--- config.mk ---
export PLATFORM = sky130hd
export DESIGN_NAME = edm_monitor
export DESIGN_NICKNAME = d
export VERILOG_FILES = /design/src/edm_pkg.sv /design/src/edm_filter.sv /design/src/edm_monitor.sv
export SDC_FILE = /design/constraint.sdc
export NUM_CORES = 1
export LEC_CHECK = 0
export BUFFER_PORTS_ARGS = -buffer_cell sky130_fd_sc_hd__buf_4
export CAP_MARGIN = 15
export CORE_MARGIN = 3
export CORE_UTILIZATION = 56
export CTS_CLUSTER_SIZE = 16
export DETAILED_ROUTE_END_ITERATION = 8
export GPL_ROUTABILITY_DRIVEN = 0
export PLACE_DENSITY_LB_ADDON = 0.08
export SETUP_SLACK_MARGIN = 0.2
export SLEW_MARGIN = 20
export SYNTH_ARGS = -nofsm -noshare
export SYNTH_HDL_FRONTEND = slang
export SYNTH_SLANG_ARGS = --single-unit
--- constraint.sdc ---
create_clock -name clk_i -period 5.2 [get_ports clk_i]
set_input_delay 0.52 -clock clk_i [delete_from_list [all_inputs] [get_ports clk_i]]
set_output_delay 0.52 -clock clk_i [all_outputs]
set_load 0.01 [all_outputs]
--- src/edm_pkg.sv ---
// Purpose: constants for the e3 receive defect monitor
// Assumes: 8-bit registers on a 32-bit classic wishbone, one word each
// Notes: register offsets are word indices, so byte address = 4 * index
package edm_pkg;
   localparam logic [15:0] IDX_CFG_ONE = 16'h1110;
   localparam logic [15:0] IDX_CFG_TWO = 16'h1111;
   localparam logic [15:0] IDX_INT_ONE = 16'h1114;
   localparam logic [15:0] IDX_INT_TWO = 16'h1115;
   localparam logic [15:0] IDX_INT_MASK_ONE = 16'h1118;
   localparam logic [15:0] IDX_INT_MASK_TWO = 16'h1119;
   localparam logic [15:0] IDX_CTRL = 16'h111a;
   localparam int CFG_FERF_SEL_BIT = 4;
   localparam int CFG_TMARK_BIT = 3;
   localparam int ST_AIS_BIT = 3;
   localparam int ST_FERF_BIT = 0;
   localparam int INT1_AIS_BIT = 0;
   localparam int INT2_FERF_BIT = 3;
   localparam int CTRL_AUTO_FERF_BIT = 0;
   localparam logic [7:0] CFG_ONE_RESET = 8'h02;
   localparam logic [7:0] CFG_ONE_WMASK = 8'h1f;
   localparam logic [7:0] MASK_RESET = 8'hff;
   localparam logic [3:0] AIS_ZERO_MAX = 4'h7;
   localparam logic [2:0] FERF_CNT_SHORT = 3'h3;
   localparam logic [2:0] FERF_CNT_LONG = 3'h5;
   localparam logic [15:0] ZERO_SAT = 16'hffff;
endpackage

--- src/edm_filter.sv ---
// Purpose: consecutive-frame persistence filter for one defect
// Assumes: one frame_i pulse per frame with the frame's verdict in bad_i
// Notes: declares after need_i bad frames in a row, clears after need_i good ones
`timescale 1ns/1ps
`default_nettype none
module edm_filter (
   input wire logic clk_i, // system clock
   input wire logic rst_i, // sync reset, active high
   input wire logic frame_i, // frame end pulse
   input wire logic bad_i, // this frame shows the defect
   input wire logic [2:0] need_i, // consecutive frames required
   output logic defect_o // filtered defect state
);
   logic defect_reg, defect_next;
   logic [2:0] run_reg, run_next;

   always_comb begin
      defect_next = defect_reg;
      run_next = run_reg;
      if (frame_i) begin
         // run counts frames that disagree with the current state
         if (bad_i != defect_reg) begin
            if (run_reg + 3'h1 >= need_i) begin
               defect_next = bad_i;
               run_next = 3'h0;
            end else begin
               run_next = run_reg + 3'h1;
            end
         end else begin
            run_next = 3'h0;
         end
      end
   end

   always_ff @(posedge clk_i) begin
      if (rst_i) begin
         defect_reg <= 1'b0;
         run_reg <= 3'h0;
      end else begin
         defect_reg <= defect_next;
         run_reg <= run_next;
      end
   end

   assign defect_o = defect_reg;
endmodule
`default_nettype wire

--- src/edm_monitor.sv ---
// Purpose: e3 receive ais and far-end failure defect monitor with wishbone registers
// Assumes: frame stream arrives as bit strobes with a frame-end marker, all pins synchronised
// Notes: interrupt flags clear on read; a new event in the read cycle survives
// How it works
// - a declared alarm indication clears after two frames in a row each hold eight or more zeros.
// - clearing the alarm indication drives its status bit 3 of the second config/status register to 0.
// - each change of the alarm indication state sets interrupt flag bit 0 and pulls the interrupt low.
// - far-end failure is declared after 3 (select 0) or 5 (select 1) frames in a row with the bit at 1.
// - the frame-count select is host-writable bit 4 of the first config/status register.
// - declaring far-end failure sets bit 0 of the second config/status register.
// - that status bit follows the live defect state and does not latch.
// - each change of far-end failure sets bit 3 of the second interrupt register and pulls the line low.
// - when enabled, the transmit far-end failure bit is asserted while los, lof/oof or ais is declared.
// - alarm indication is declared when two consecutive frames hold seven or fewer zeros.
// - far-end failure clears after 3 or 5 frames in a row with the bit at 0, per the select.
`timescale 1ns/1ps
`default_nettype none
module edm_monitor (
   input wire logic clk_i, // 100 mhz clock
   input wire logic rst_i, // sync reset, active high
   input wire logic [31:0] wb_adr_i, // byte address
   input wire logic [31:0] wb_dat_i, // write data
   input wire logic [3:0] wb_sel_i, // byte selects
   input wire logic wb_we_i, // write enable
   input wire logic wb_cyc_i, // cycle
   input wire logic wb_stb_i, // strobe
   output logic [31:0] wb_dat_o, // read data
   output logic wb_ack_o, // acknowledge
   input wire logic rx_bit_en_i, // pin: a received bit is valid
   input wire logic rx_bit_i, // pin: received bit value
   input wire logic rx_frame_end_i, // pin: last bit of the frame
   input wire logic rx_ferf_bit_i, // pin: far-end failure bit of this frame
   input wire logic los_i, // pin: loss of signal declared
   input wire logic lof_i, // pin: loss or out of frame declared
   output logic tx_ferf_o, // far-end failure bit to send
   output logic ais_o, // alarm indication defect
   output logic ferf_o, // far-end failure defect
   output logic irq_n_o // interrupt, active low
);
   // two-stage synchronisers for every pin input
   logic [5:0] pin_s1_reg, pin_s2_reg;
   always_ff @(posedge clk_i) begin
      if (rst_i) begin
         pin_s1_reg <= 6'h00;
         pin_s2_reg <= 6'h00;
      end else begin
         pin_s1_reg <= {lof_i, los_i, rx_ferf_bit_i, rx_frame_end_i, rx_bit_i, rx_bit_en_i};
         pin_s2_reg <= pin_s1_reg;
      end
   end
   logic bit_en, bit_val, frame_end, ferf_bit, los_s, lof_s;
   assign {lof_s, los_s, ferf_bit, frame_end, bit_val, bit_en} = pin_s2_reg;

   // zero counting per frame; previous frame verdict kept for the pair test
   logic [15:0] zeros_reg, zeros_next;
   logic prev_few_reg, prev_few_next;
   logic frame_pulse, few_now, pair_few, pair_many;
   logic [15:0] zeros_total;

   always_comb begin
      zeros_total = zeros_reg;
      if (bit_en && !bit_val && zeros_reg != edm_pkg::ZERO_SAT) begin
         zeros_total = zeros_reg + 16'h0001;
      end
      frame_pulse = bit_en && frame_end;
      few_now = zeros_total <= {12'h000, edm_pkg::AIS_ZERO_MAX};
      pair_few = prev_few_reg && few_now;
      pair_many = !prev_few_reg && !few_now;
      zeros_next = zeros_total;
      prev_few_next = prev_few_reg;
      if (frame_pulse) begin
         zeros_next = 16'h0000;
         prev_few_next = few_now;
      end
   end

   always_ff @(posedge clk_i) begin
      if (rst_i) begin
         zeros_reg <= 16'h0000;
         prev_few_reg <= 1'b0;
      end else begin
         zeros_reg <= zeros_next;
         prev_few_reg <= prev_few_next;
      end
   end

   // ais state: declare on a quiet pair, clear on a busy pair, hold otherwise
   logic ais_reg, ais_next;
   always_comb begin
      ais_next = ais_reg;
      if (frame_pulse && pair_few) begin
         ais_next = 1'b1;
      end else if (frame_pulse && pair_many) begin
         ais_next = 1'b0;
      end
   end

   // registers
   logic [7:0] cfg_one_reg, cfg_one_next;
   logic [7:0] mask1_reg, mask1_next, mask2_reg, mask2_next;
   logic [7:0] int1_reg, int1_next, int2_reg, int2_next;
   logic ctrl_auto_reg, ctrl_auto_next;
   logic ack_reg, ack_next;
   logic [31:0] rdata_reg, rdata_next;
   logic ferf_live, ferf_prev_reg;
   logic irq_n_reg, irq_n_next, tx_ferf_reg, tx_ferf_next;

   logic [2:0] ferf_need;
   assign ferf_need = cfg_one_reg[edm_pkg::CFG_FERF_SEL_BIT] ? edm_pkg::FERF_CNT_LONG
                                                            : edm_pkg::FERF_CNT_SHORT;

   edm_filter u_ferf (
      .clk_i(clk_i),
      .rst_i(rst_i),
      .frame_i(frame_pulse),
      .bad_i(ferf_bit),
      .need_i(ferf_need),
      .defect_o(ferf_live)
   );

   logic req;
   logic [15:0] idx;
   logic [7:0] status_two;
   assign req = wb_cyc_i && wb_stb_i && !ack_reg;
   assign idx = wb_adr_i[17:2];
   assign status_two = 8'((ais_reg ? 8'h01 << edm_pkg::ST_AIS_BIT : 8'h00)
                        | (ferf_live ? 8'h01 << edm_pkg::ST_FERF_BIT : 8'h00));

   always_comb begin
      ack_next = req;
      rdata_next = rdata_reg;
      cfg_one_next = cfg_one_reg;
      mask1_next = mask1_reg;
      mask2_next = mask2_reg;
      ctrl_auto_next = ctrl_auto_reg;
      int1_next = int1_reg;
      int2_next = int2_reg;
      if (req && wb_we_i && wb_sel_i[0]) begin
         unique case (idx)
            edm_pkg::IDX_CFG_ONE: cfg_one_next = (cfg_one_reg & ~edm_pkg::CFG_ONE_WMASK)
                                                 | (wb_dat_i[7:0] & edm_pkg::CFG_ONE_WMASK);
            edm_pkg::IDX_INT_MASK_ONE: mask1_next = wb_dat_i[7:0];
            edm_pkg::IDX_INT_MASK_TWO: mask2_next = wb_dat_i[7:0];
            edm_pkg::IDX_CTRL: ctrl_auto_next = wb_dat_i[edm_pkg::CTRL_AUTO_FERF_BIT];
            default: ;
         endcase
      end
      if (req && !wb_we_i) begin
         unique case (idx)
            edm_pkg::IDX_CFG_ONE: rdata_next = {24'h0, cfg_one_reg};
            edm_pkg::IDX_CFG_TWO: rdata_next = {24'h0, status_two};
            edm_pkg::IDX_INT_ONE: begin
               rdata_next = {24'h0, int1_reg};
               int1_next = 8'h00;
            end
            edm_pkg::IDX_INT_TWO: begin
               rdata_next = {24'h0, int2_reg};
               int2_next = 8'h00;
            end
            edm_pkg::IDX_INT_MASK_ONE: rdata_next = {24'h0, mask1_reg};
            edm_pkg::IDX_INT_MASK_TWO: rdata_next = {24'h0, mask2_reg};
            edm_pkg::IDX_CTRL: rdata_next = {31'h0, ctrl_auto_reg};
            default: rdata_next = 32'h0;
         endcase
      end
      // set wins over the clear-on-read in the same cycle
      if (ais_next != ais_reg) begin
         int1_next[edm_pkg::INT1_AIS_BIT] = 1'b1;
      end
      if (ferf_live != ferf_prev_reg) begin
         int2_next[edm_pkg::INT2_FERF_BIT] = 1'b1;
      end
      irq_n_next = !(|(int1_next & mask1_reg) || |(int2_next & mask2_reg));
      tx_ferf_next = ctrl_auto_reg && (los_s || lof_s || ais_reg);
   end

   always_ff @(posedge clk_i) begin
      if (rst_i) begin
         ack_reg <= 1'b0;
         rdata_reg <= 32'h0;
         cfg_one_reg <= edm_pkg::CFG_ONE_RESET;
         mask1_reg <= edm_pkg::MASK_RESET;
         mask2_reg <= edm_pkg::MASK_RESET;
         ctrl_auto_reg <= 1'b0;
         int1_reg <= 8'h00;
         int2_reg <= 8'h00;
         ais_reg <= 1'b0;
         ferf_prev_reg <= 1'b0;
         irq_n_reg <= 1'b1;
         tx_ferf_reg <= 1'b0;
      end else begin
         ack_reg <= ack_next;
         rdata_reg <= rdata_next;
         cfg_one_reg <= cfg_one_next;
         mask1_reg <= mask1_next;
         mask2_reg <= mask2_next;
         ctrl_auto_reg <= ctrl_auto_next;
         int1_reg <= int1_next;
         int2_reg <= int2_next;
         ais_reg <= ais_next;
         ferf_prev_reg <= ferf_live;
         irq_n_reg <= irq_n_next;
         tx_ferf_reg <= tx_ferf_next;
      end
   end

   assign wb_ack_o = ack_reg;
   assign wb_dat_o = rdata_reg;
   assign ais_o = ais_reg;
   assign ferf_o = ferf_live;
   assign irq_n_o = irq_n_reg;
   assign tx_ferf_o = tx_ferf_reg;

   // checks
   a_ais_clear_pair: assert property (@(posedge clk_i) disable iff (rst_i)
      frame_pulse && pair_many |=> !ais_reg) else $error("ais not cleared");
   a_ais_declare: assert property (@(posedge clk_i) disable iff (rst_i)
      frame_pulse && pair_few |=> ais_reg) else $error("ais not declared");
   a_ais_flag_set: assert property (@(posedge clk_i) disable iff (rst_i)
      $changed(ais_reg) |-> int1_reg[edm_pkg::INT1_AIS_BIT])
      else $error("ais flag missing");
   a_ferf_flag_set: assert property (@(posedge clk_i) disable iff (rst_i)
      $changed(ferf_live) |=> int2_reg[edm_pkg::INT2_FERF_BIT])
      else $error("ferf flag missing");
   a_ferf_status_live: assert property (@(posedge clk_i) disable iff (rst_i)
      ack_reg && $past(!wb_we_i && idx == edm_pkg::IDX_CFG_TWO)
      |-> wb_dat_o[edm_pkg::ST_FERF_BIT] == $past(ferf_live)
          && wb_dat_o[edm_pkg::ST_AIS_BIT] == $past(ais_reg))
      else $error("status two wrong");
   a_ferf_sel_write: assert property (@(posedge clk_i) disable iff (rst_i)
      req && wb_we_i && wb_sel_i[0] && idx == edm_pkg::IDX_CFG_ONE
      |=> cfg_one_reg[edm_pkg::CFG_FERF_SEL_BIT] == $past(wb_dat_i[edm_pkg::CFG_FERF_SEL_BIT]))
      else $error("select not written");
   // the filter may only move at a frame end, and only towards that frame's verdict
   a_ferf_needs_run: assert property (@(posedge clk_i) disable iff (rst_i)
      $changed(ferf_live) |-> $past(frame_pulse) && $past(ferf_bit) == ferf_live)
      else $error("ferf moved off a frame");
   a_irq_level: assert property (@(posedge clk_i) disable iff (rst_i)
      irq_n_o == !(|(int1_reg & $past(mask1_reg)) || |(int2_reg & $past(mask2_reg))))
      else $error("irq level wrong");
   a_tx_ferf_auto: assert property (@(posedge clk_i) disable iff (rst_i)
      ctrl_auto_reg && ais_reg |=> tx_ferf_o) else $error("tx ferf not sent");
   c_ais_rise: cover property (@(posedge clk_i) $rose(ais_reg));
   c_ais_fall: cover property (@(posedge clk_i) $fell(ais_reg));
   c_ferf_long: cover property (@(posedge clk_i) cfg_one_reg[4] && $rose(ferf_live));
   c_irq_low: cover property (@(posedge clk_i) $fell(irq_n_o));
endmodule
`default_nettype wire

==> flow_metrics.tcl, run 1 <==
set metrics [dict create \
    syn_avg_cell_area_sq_um 9.045 \
    hold_viol_final 0 \
    regArea_sq_um 1682 \
    finalWirelength_mm 8.711 \
    antenna_left 0 \
    grt_pass1_vias 2877 \
    yosysTopAreaCell "dfxtp_1" \
    core_area_sq_um 6907 \
    viasPerCell 5.649 \
    drt_pass1_iterations 5 \
    ys.flop_type "dfxtp_1" \
    synth_common_cells "dfxtp_1, nor2_1, nand2_1, nor2b_1, buf_4" \
    rows 30 \
    slew_headroom_pct 52.16 \
    syn_area_sq_um 4061 \
    drv_slew 0 \
    end_kind "flop" \
    die_width_um 91.16 \
    multi_input_area_sq_um 2127 \
    drt_iter0_markers 295 \
    hold_class "in2reg" \
    setup_viol 0 \
    post_cts_resized 0 \
    cts_root_buffer "clkbuf_8" \
    grt_util_all_layers_pct 21.27 \
    drc 0 \
    cts_hold_buf 0 \
    maxCapViolCount 0 \
    post-route-cell-area_sq_um 4499 \
    clock_path_buffers 2 \
    fin_setup_tns_ps 0 \
    largest_reg_flops 16 \
    clk_pin_slew_ps 90 \
    start_util_pct 58.80 \
    syn_to_final_growth_pct 10.78 \
    power_density_nw_per_um2 253.7 \
    grt_setup_unrepaired "false" \
    synth-edff-count 0 \
    layout.nets 571 \
    crit_arrival_ps 3020 \
    p_leak_uw 0.001686 \
    finalClockSkew_ps 12.21 \
    cts_setup_buffers 0 \
    cp-start-kind "primary input" \
    synth_top_area_share_pct 41.40 \
    synth_most_common_cell "dfxtp_1" \
    reg2reg_from "zeros_reg[0]$_SDFF_PP0_" \
    grt-ovfl-total 0 \
    syn-instance-count 449 \
    ys_async_sr_fraction_pct 0 \
    n_antenna_cell 0 \
    antenna_found_initial 0 \
    die_h_um 91.16 \
    drive_above_1_share_pct 16.43 \
    ys_seq_elements 84 \
    tritoncts "built" \
    fin_crit_ps 2773 \
    max_freq_mhz 360.6 \
    vdd_ir_drop_max_v 0.0001433 \
    fillers 607 \
    crit_type "in2reg" \
    synthDistinctLibCells 58 \
    numCtsBuffers 9 \
    clk-insertion-delay-late_ps 360 \
    clkSinkCount 84 \
    dieArea_sq_um 8310 \
    hpwl_mm 6.273 \
    cp_max_fo 16 \
    min_from "wb_dat_i[6]" \
    grt_pass1_wl_mm 14.38 \
    io_pins 116 \
    htree_levels 3 \
    placed_cell_area_sq_um 4327 \
    cp.required_ps 5450 \
    grt_max_degree 57 \
    vias 3327 \
    routedWlPerCell_um 14.79 \
    worstSetupStartpoint "wb_adr_i[11]" \
    yosys_warnings 0 \
    fin_crit_sh_pct 53.33 \
    synth_area_leaders "dfxtp_1, nor2b_1, buf_4, a211o_1, nor2_1" \
    io_buffer_count 48 \
    outcome "finished clean" \
    seq_area_frac_synth_pct 41.40 \
    tightest_slew_ps 714.9 \
]
==> cell families (layout without fill, tap and decap cells) <==
| logic type | after synthesis | in the layout | synth area share, % |
|---|---|---|---|
| AO/OA/AOI/OAI | 89 | 89 | 15.68 |
| XOR/XNOR | 14 | 14 | 3.019 |
| adder cells (fa/ha/maj) | 4 | 4 | 1.232 |
| buffers and inverters | 52 | 73 | 8.349 |
| flip-flops | 84 | 84 | 41.40 |
| multiplexers | 17 | 17 | 4.344 |
| other | 1 | 24 | 0.09233 |
| AND/OR/NAND/NOR | 188 | 188 | 25.88 |
==> placed cells by master (no fill, tap or decap), types with 3 or more instances in the layout <==
master,netlist,routed
nor2b_1,32,32
clkbuf_8,5,9
clkinv_2,0,3
and3_1,3,3
nor4b_1,3,3
a21oi_1,14,14
nor3_1,10,10
inv_1,8,8
a211o_1,18,18
ha_1,4,4
buf_4,24,49
xor2_1,7,7
o21ai_0,15,15
nand3_1,9,9
and2_1,19,19
nor4_1,5,5
inv_6,0,3
nand2_1,32,32
xnor2_1,7,7
mux2_2,5,5
nor2_1,40,40
dfxtp_1,84,84
a22oi_1,12,12
a31oi_1,6,6
conb_1,1,24
mux2i_1,12,12
nand2b_1,7,7
nand4_1,9,9
a222oi_1,5,5
==> metrics by stage <==
stage | hold WS, ps | util (%) | cells | power, uW | setup WS [ps]
5_1_grt | 356.9 | 65.14 | 589 | 1190 | 2158
4_1_cts | 355.9 | 65.14 | 589 | 1151 | 2401
3_5_place_dp | 422.6 | 62.64 | 573 | 735.1 | 2035
2_1_floorplan | 413.8 | - | 472 | 717.3 | 2730
6_report | 366.9 | 65.14 | 589 | 1141 | 2427
3_3_place_gp | 416.6 | 62.64 | 573 | 733.6 | 2032
==> report_power, final <==
| part | switching, uW | internal [uW] |
|---|---|---|
| combinational | 37.4 | 28.5 |
| sequential | 5.01 | 649 |
| clock | 245 | 176 |
| total | 288 | 854 |
==> worst paths after layout <==
check                           slack [ps]  depth (start not counted)                   endpoint
worst max-delay path                  2430                          9  mask2_reg[3]$_SDFFE_PP1P_
worst max register to register        2580                          8  prev_few_reg$_SDFFE_PP0P_
worst min register to register         440                          1   pin_s2_reg[0]$_SDFF_PP0_
worst min-delay path                   370                          2  mask1_reg[6]$_SDFFE_PP1P_
==> layer usage <==
layer	vias up	track usage, %	routed length [um]
met2	140	29.00	3606
met1	1546	32.99	4359
met4	0	5.905	73
met5	-	0	0
met3	6	5.054	671
li1	1635	-	-
==> critical path, cell delays in order <==
cell,delay (ps)
buf_4,110
nor4b_1,420
nand4_1,320
nor2_1,640
nand2_1,140
nor4_2,270
buf_4,260
nor2b_1,80
a211o_1,260
==> layout make-up <==
type / instances / area share, %
multi-input cells: 336 / 47.27
clock buffers: 9 / 2.753
repair buffers: 49 / 8.176
well taps: 96 / 2.670
inverters: 8 / 0.6674
flip-flops and latches: 84 / 37.37
clock inverters: 7 / 1.085
No activity file was read; power rests on OpenSTA's default activity.
==> run 2: changes to the inputs <==
--- a/config.mk
+++ b/config.mk
@@ -5,10 +5,11 @@
 export SDC_FILE = /design/constraint.sdc
 export NUM_CORES = 1
 export LEC_CHECK = 0
+export ABC_AREA = 1
 export BUFFER_PORTS_ARGS = -buffer_cell sky130_fd_sc_hd__buf_4
 export CAP_MARGIN = 15
 export CORE_MARGIN = 3
-export CORE_UTILIZATION = 56
+export CORE_UTILIZATION = 53
 export CTS_CLUSTER_SIZE = 16
 export DETAILED_ROUTE_END_ITERATION = 8
 export GPL_ROUTABILITY_DRIVEN = 0
==> constraint.sdc (replaced) <==
create_clock -name clk_i -period 2.9 [get_ports clk_i]
set_input_delay 0.29 -clock clk_i [delete_from_list [all_inputs] [get_ports clk_i]]
set_output_delay 0.29 -clock clk_i [all_outputs]
set_load 0.01 [all_outputs]
==> run 2 against run 1 <==
Global-route usage is 1.1 points higher; flip-flop and latch count stayed put; via count is 17% higher; synthesized cell count is 34% higher; critical endpoint is now irq_n_o$_SDFF_PP1_.
==> flow_metrics.tcl, run 2 <==
set metrics [dict create \
    outcome "finished clean" \
    yosysTopAreaCell "dfxtp_1" \
    ys_async_sr_fraction_pct 0 \
    vias 3881 \
    holdWs_ps 127.5 \
    post_cts_resized 0 \
    syn_to_final_growth_pct 13.19 \
    r2r-end "irq_n_o$_SDFF_PP1_" \
    grt_pass1_wl_mm 15.88 \
    use_met2_pct 34.52 \
    finalWirelength_mm 9.796 \
    met3_usage_pct 4.893 \
    syn_area_sq_um 4220 \
    drt_iter0_markers 264 \
    ys.flop_type "dfxtp_1" \
    tightest_slew_ps 651.0 \
    setup_viol 0 \
    tritoncts "built" \
    synth_area_leaders "dfxtp_1, nand2_1, inv_1, nor2_1, nand3_1" \
    seq_area_frac_synth_pct 39.85 \
    grt_pass1_vias 3387 \
    synth-edff-count 0 \
    fin_crit_sh_pct 82.85 \
    end_kind "flop" \
    met1_usage_pct 31.76 \
    drv_slew 0 \
    grt_setup_unrepaired "false" \
    hold_viol_final 0 \
    die_width_um 95.24 \
    grt_busiest_layer "met2" \
    hold_class "in2reg" \
    synth_common_cells "nand2_1, inv_1, dfxtp_1" \
    rows 31 \
    synthDistinctLibCells 38 \
    vdd_ir_drop_max_v 0.0002677 \
    clkSinkCount 84 \
    antenna_left 0 \
    maxCapViolCount 0 \
    cp_max_fo 11 \
    ys_seq_elements 84 \
    reg2reg_from "zeros_reg[1]$_SDFF_PP0_" \
    dieArea_sq_um 9070 \
    placed_cell_area_sq_um 4599 \
    crit_arrival_ps 2660 \
    worstSetupStartpoint "zeros_reg[1]$_SDFF_PP0_" \
    cts_hold_buf 0 \
    cts_setup_buffers 0 \
    routedWlPerCell_um 12.91 \
    multi_input_area_sq_um 2019 \
    drive_above_1_share_pct 15.91 \
    grt_util_all_layers_pct 22.33 \
    finalClockSkew_ps 7.189 \
    cp-start-kind "flop" \
    slew_headroom_pct 56.03 \
    htree_levels 3 \
    max_freq_mhz 416.2 \
    die_h_um 95.24 \
    p_leak_uw 0.002196 \
    regArea_sq_um 1682 \
    crit_type "reg2reg" \
    viasPerCell 5.113 \
    synth_top_area_share_pct 39.85 \
    numCtsBuffers 9 \
    reg2reg_slack_ps 500 \
    n_antenna_cell 0 \
    antenna_found_initial 0 \
    fin_setup_tns_ps 0 \
    fin_crit_ps 2403 \
    fillers 689 \
    grt_max_degree 37 \
    core_area_sq_um 7486 \
    cts_root_buffer "clkbuf_8" \
    syn_avg_cell_area_sq_um 7.010 \
    start_util_pct 56.38 \
    hpwl_mm 7.434 \
    clk-insertion-delay-late_ps 360 \
    mostFrequentLayoutCell "nand2_1" \
    cp.required_ps 3160 \
    clock_path_buffers 2 \
    synth_most_common_cell "nand2_1" \
    worstRegToRegCells 19 \
    layout_common_cells "nand2_1, inv_1, dfxtp_1, nor2_1, buf_4" \
    grt-ovfl-total 0 \
    drc 0 \
    drt_pass1_iterations 5 \
    crit_end "irq_n_o$_SDFF_PP1_" \
    syn-instance-count 602 \
    largest_reg_flops 16 \
    io_pins 116 \
    clk_pin_slew_ps 90 \
    yosys_warnings 0 \
    power_density_nw_per_um2 433.6 \
    post-route-cell-area_sq_um 4777 \
    layout.nets 738 \
    io_buffer_count 48 \
]
[run 2: cell count changes in the layout (fill, tap and decap cells not counted), sizes merged, moves of 19 or more]
cell	previous run	this run
a21oi	15	36
and2	19	0
inv	11	93
nand2	32	121
nand3	10	40
nor2	40	85
nor2b	32	0
[run 2: metrics by stage]
stage / util [%] / worst slack [ps] / power [uW] / instances
floorplan: - / 942.6 / 1306 / 625
global placement: 61.44 / 578.8 / 1337 / 743
detailed placement: 61.44 / 535.2 / 1340 / 743
CTS: 63.81 / 499.0 / 2082 / 759
global route: 63.81 / 258.9 / 2143 / 759
finish: 63.81 / 497.4 / 2071 / 759
[run 2: critical path: stages, from the launching register on]
cell     delay (ps)
dfxtp_1         380
ha_1            220
nand2_1          80
nor2_2          170
nand2_2         110
nor2_2          110
nor2_1           40
buf_4           170
nand2_1          70
nand2_1          90
inv_1            80
nand2_1          80
nor2_4           90
nand2_2          70
nor2_4          120
nand4_2         100
nand3_1         100
nand3_1          80
nand2_1         100
inv_1            40
[run 2: routing by layer]
metal  up-vias  part of all wire, %
met5         -                    0
met4         0                 0.84
met3         9                  7.3
met2       135                   45
met1      1753                   47
li1       1984                    -
[run 2: kinds of logic after synthesis]
| kind of cell | Yosys count | share of synthesized area [%] |
|---|---|---|
| buffers and inverters | 131 | 14.35 |
| adders and majority gates | 4 | 1.186 |
| muxes | 1 | 0.2372 |
| AOI/OAI and AO/OA | 86 | 11.15 |
| xor gates and xnor gates | 6 | 1.245 |
| and+or+nand+nor | 289 | 31.90 |
| DFF | 84 | 39.85 |
| other | 1 | 0.08886 |
[run 2: report_power, final]
part           leakage [uW]  switching (uW)  total [uW]  internal [uW]
clock             0.0000920             426         758            333
combinational       0.00142            87.7         144           56.6
sequential         0.000680            5.38        1170           1160
total               0.00220             519        2070           1550
[run 2: final cells by class]
class | instances | share of cell area (%)
clock inverters | 6 | 0.8381
clock buffers | 10 | 2.881
well taps | 99 | 2.593
multi-input cells | 410 | 42.27
inverters | 94 | 7.412
repair buffers | 56 | 8.800
flip-flops and latches | 84 | 35.20
[run 2: how the worst min path moves through the flow]
stage | from | endpoint | slack (ps) | depth (start not counted)
after CTS | rx_bit_i | pin_s1_reg[1]$_SDFF_PP0_ | 120 | 3
after global placement | pin_s1_reg[1]$_SDFF_PP0_ | pin_s2_reg[1]$_SDFF_PP0_ | 390 | 2
final | rx_bit_i | pin_s1_reg[1]$_SDFF_PP0_ | 130 | 3
after detailed placement | pin_s1_reg[4]$_SDFF_PP0_ | pin_s2_reg[4]$_SDFF_PP0_ | 390 | 2
after floorplan | pin_s1_reg[0]$_SDFF_PP0_ | pin_s2_reg[0]$_SDFF_PP0_ | 390 | 2
after global routing | rx_bit_i | pin_s1_reg[1]$_SDFF_PP0_ | 130 | 3
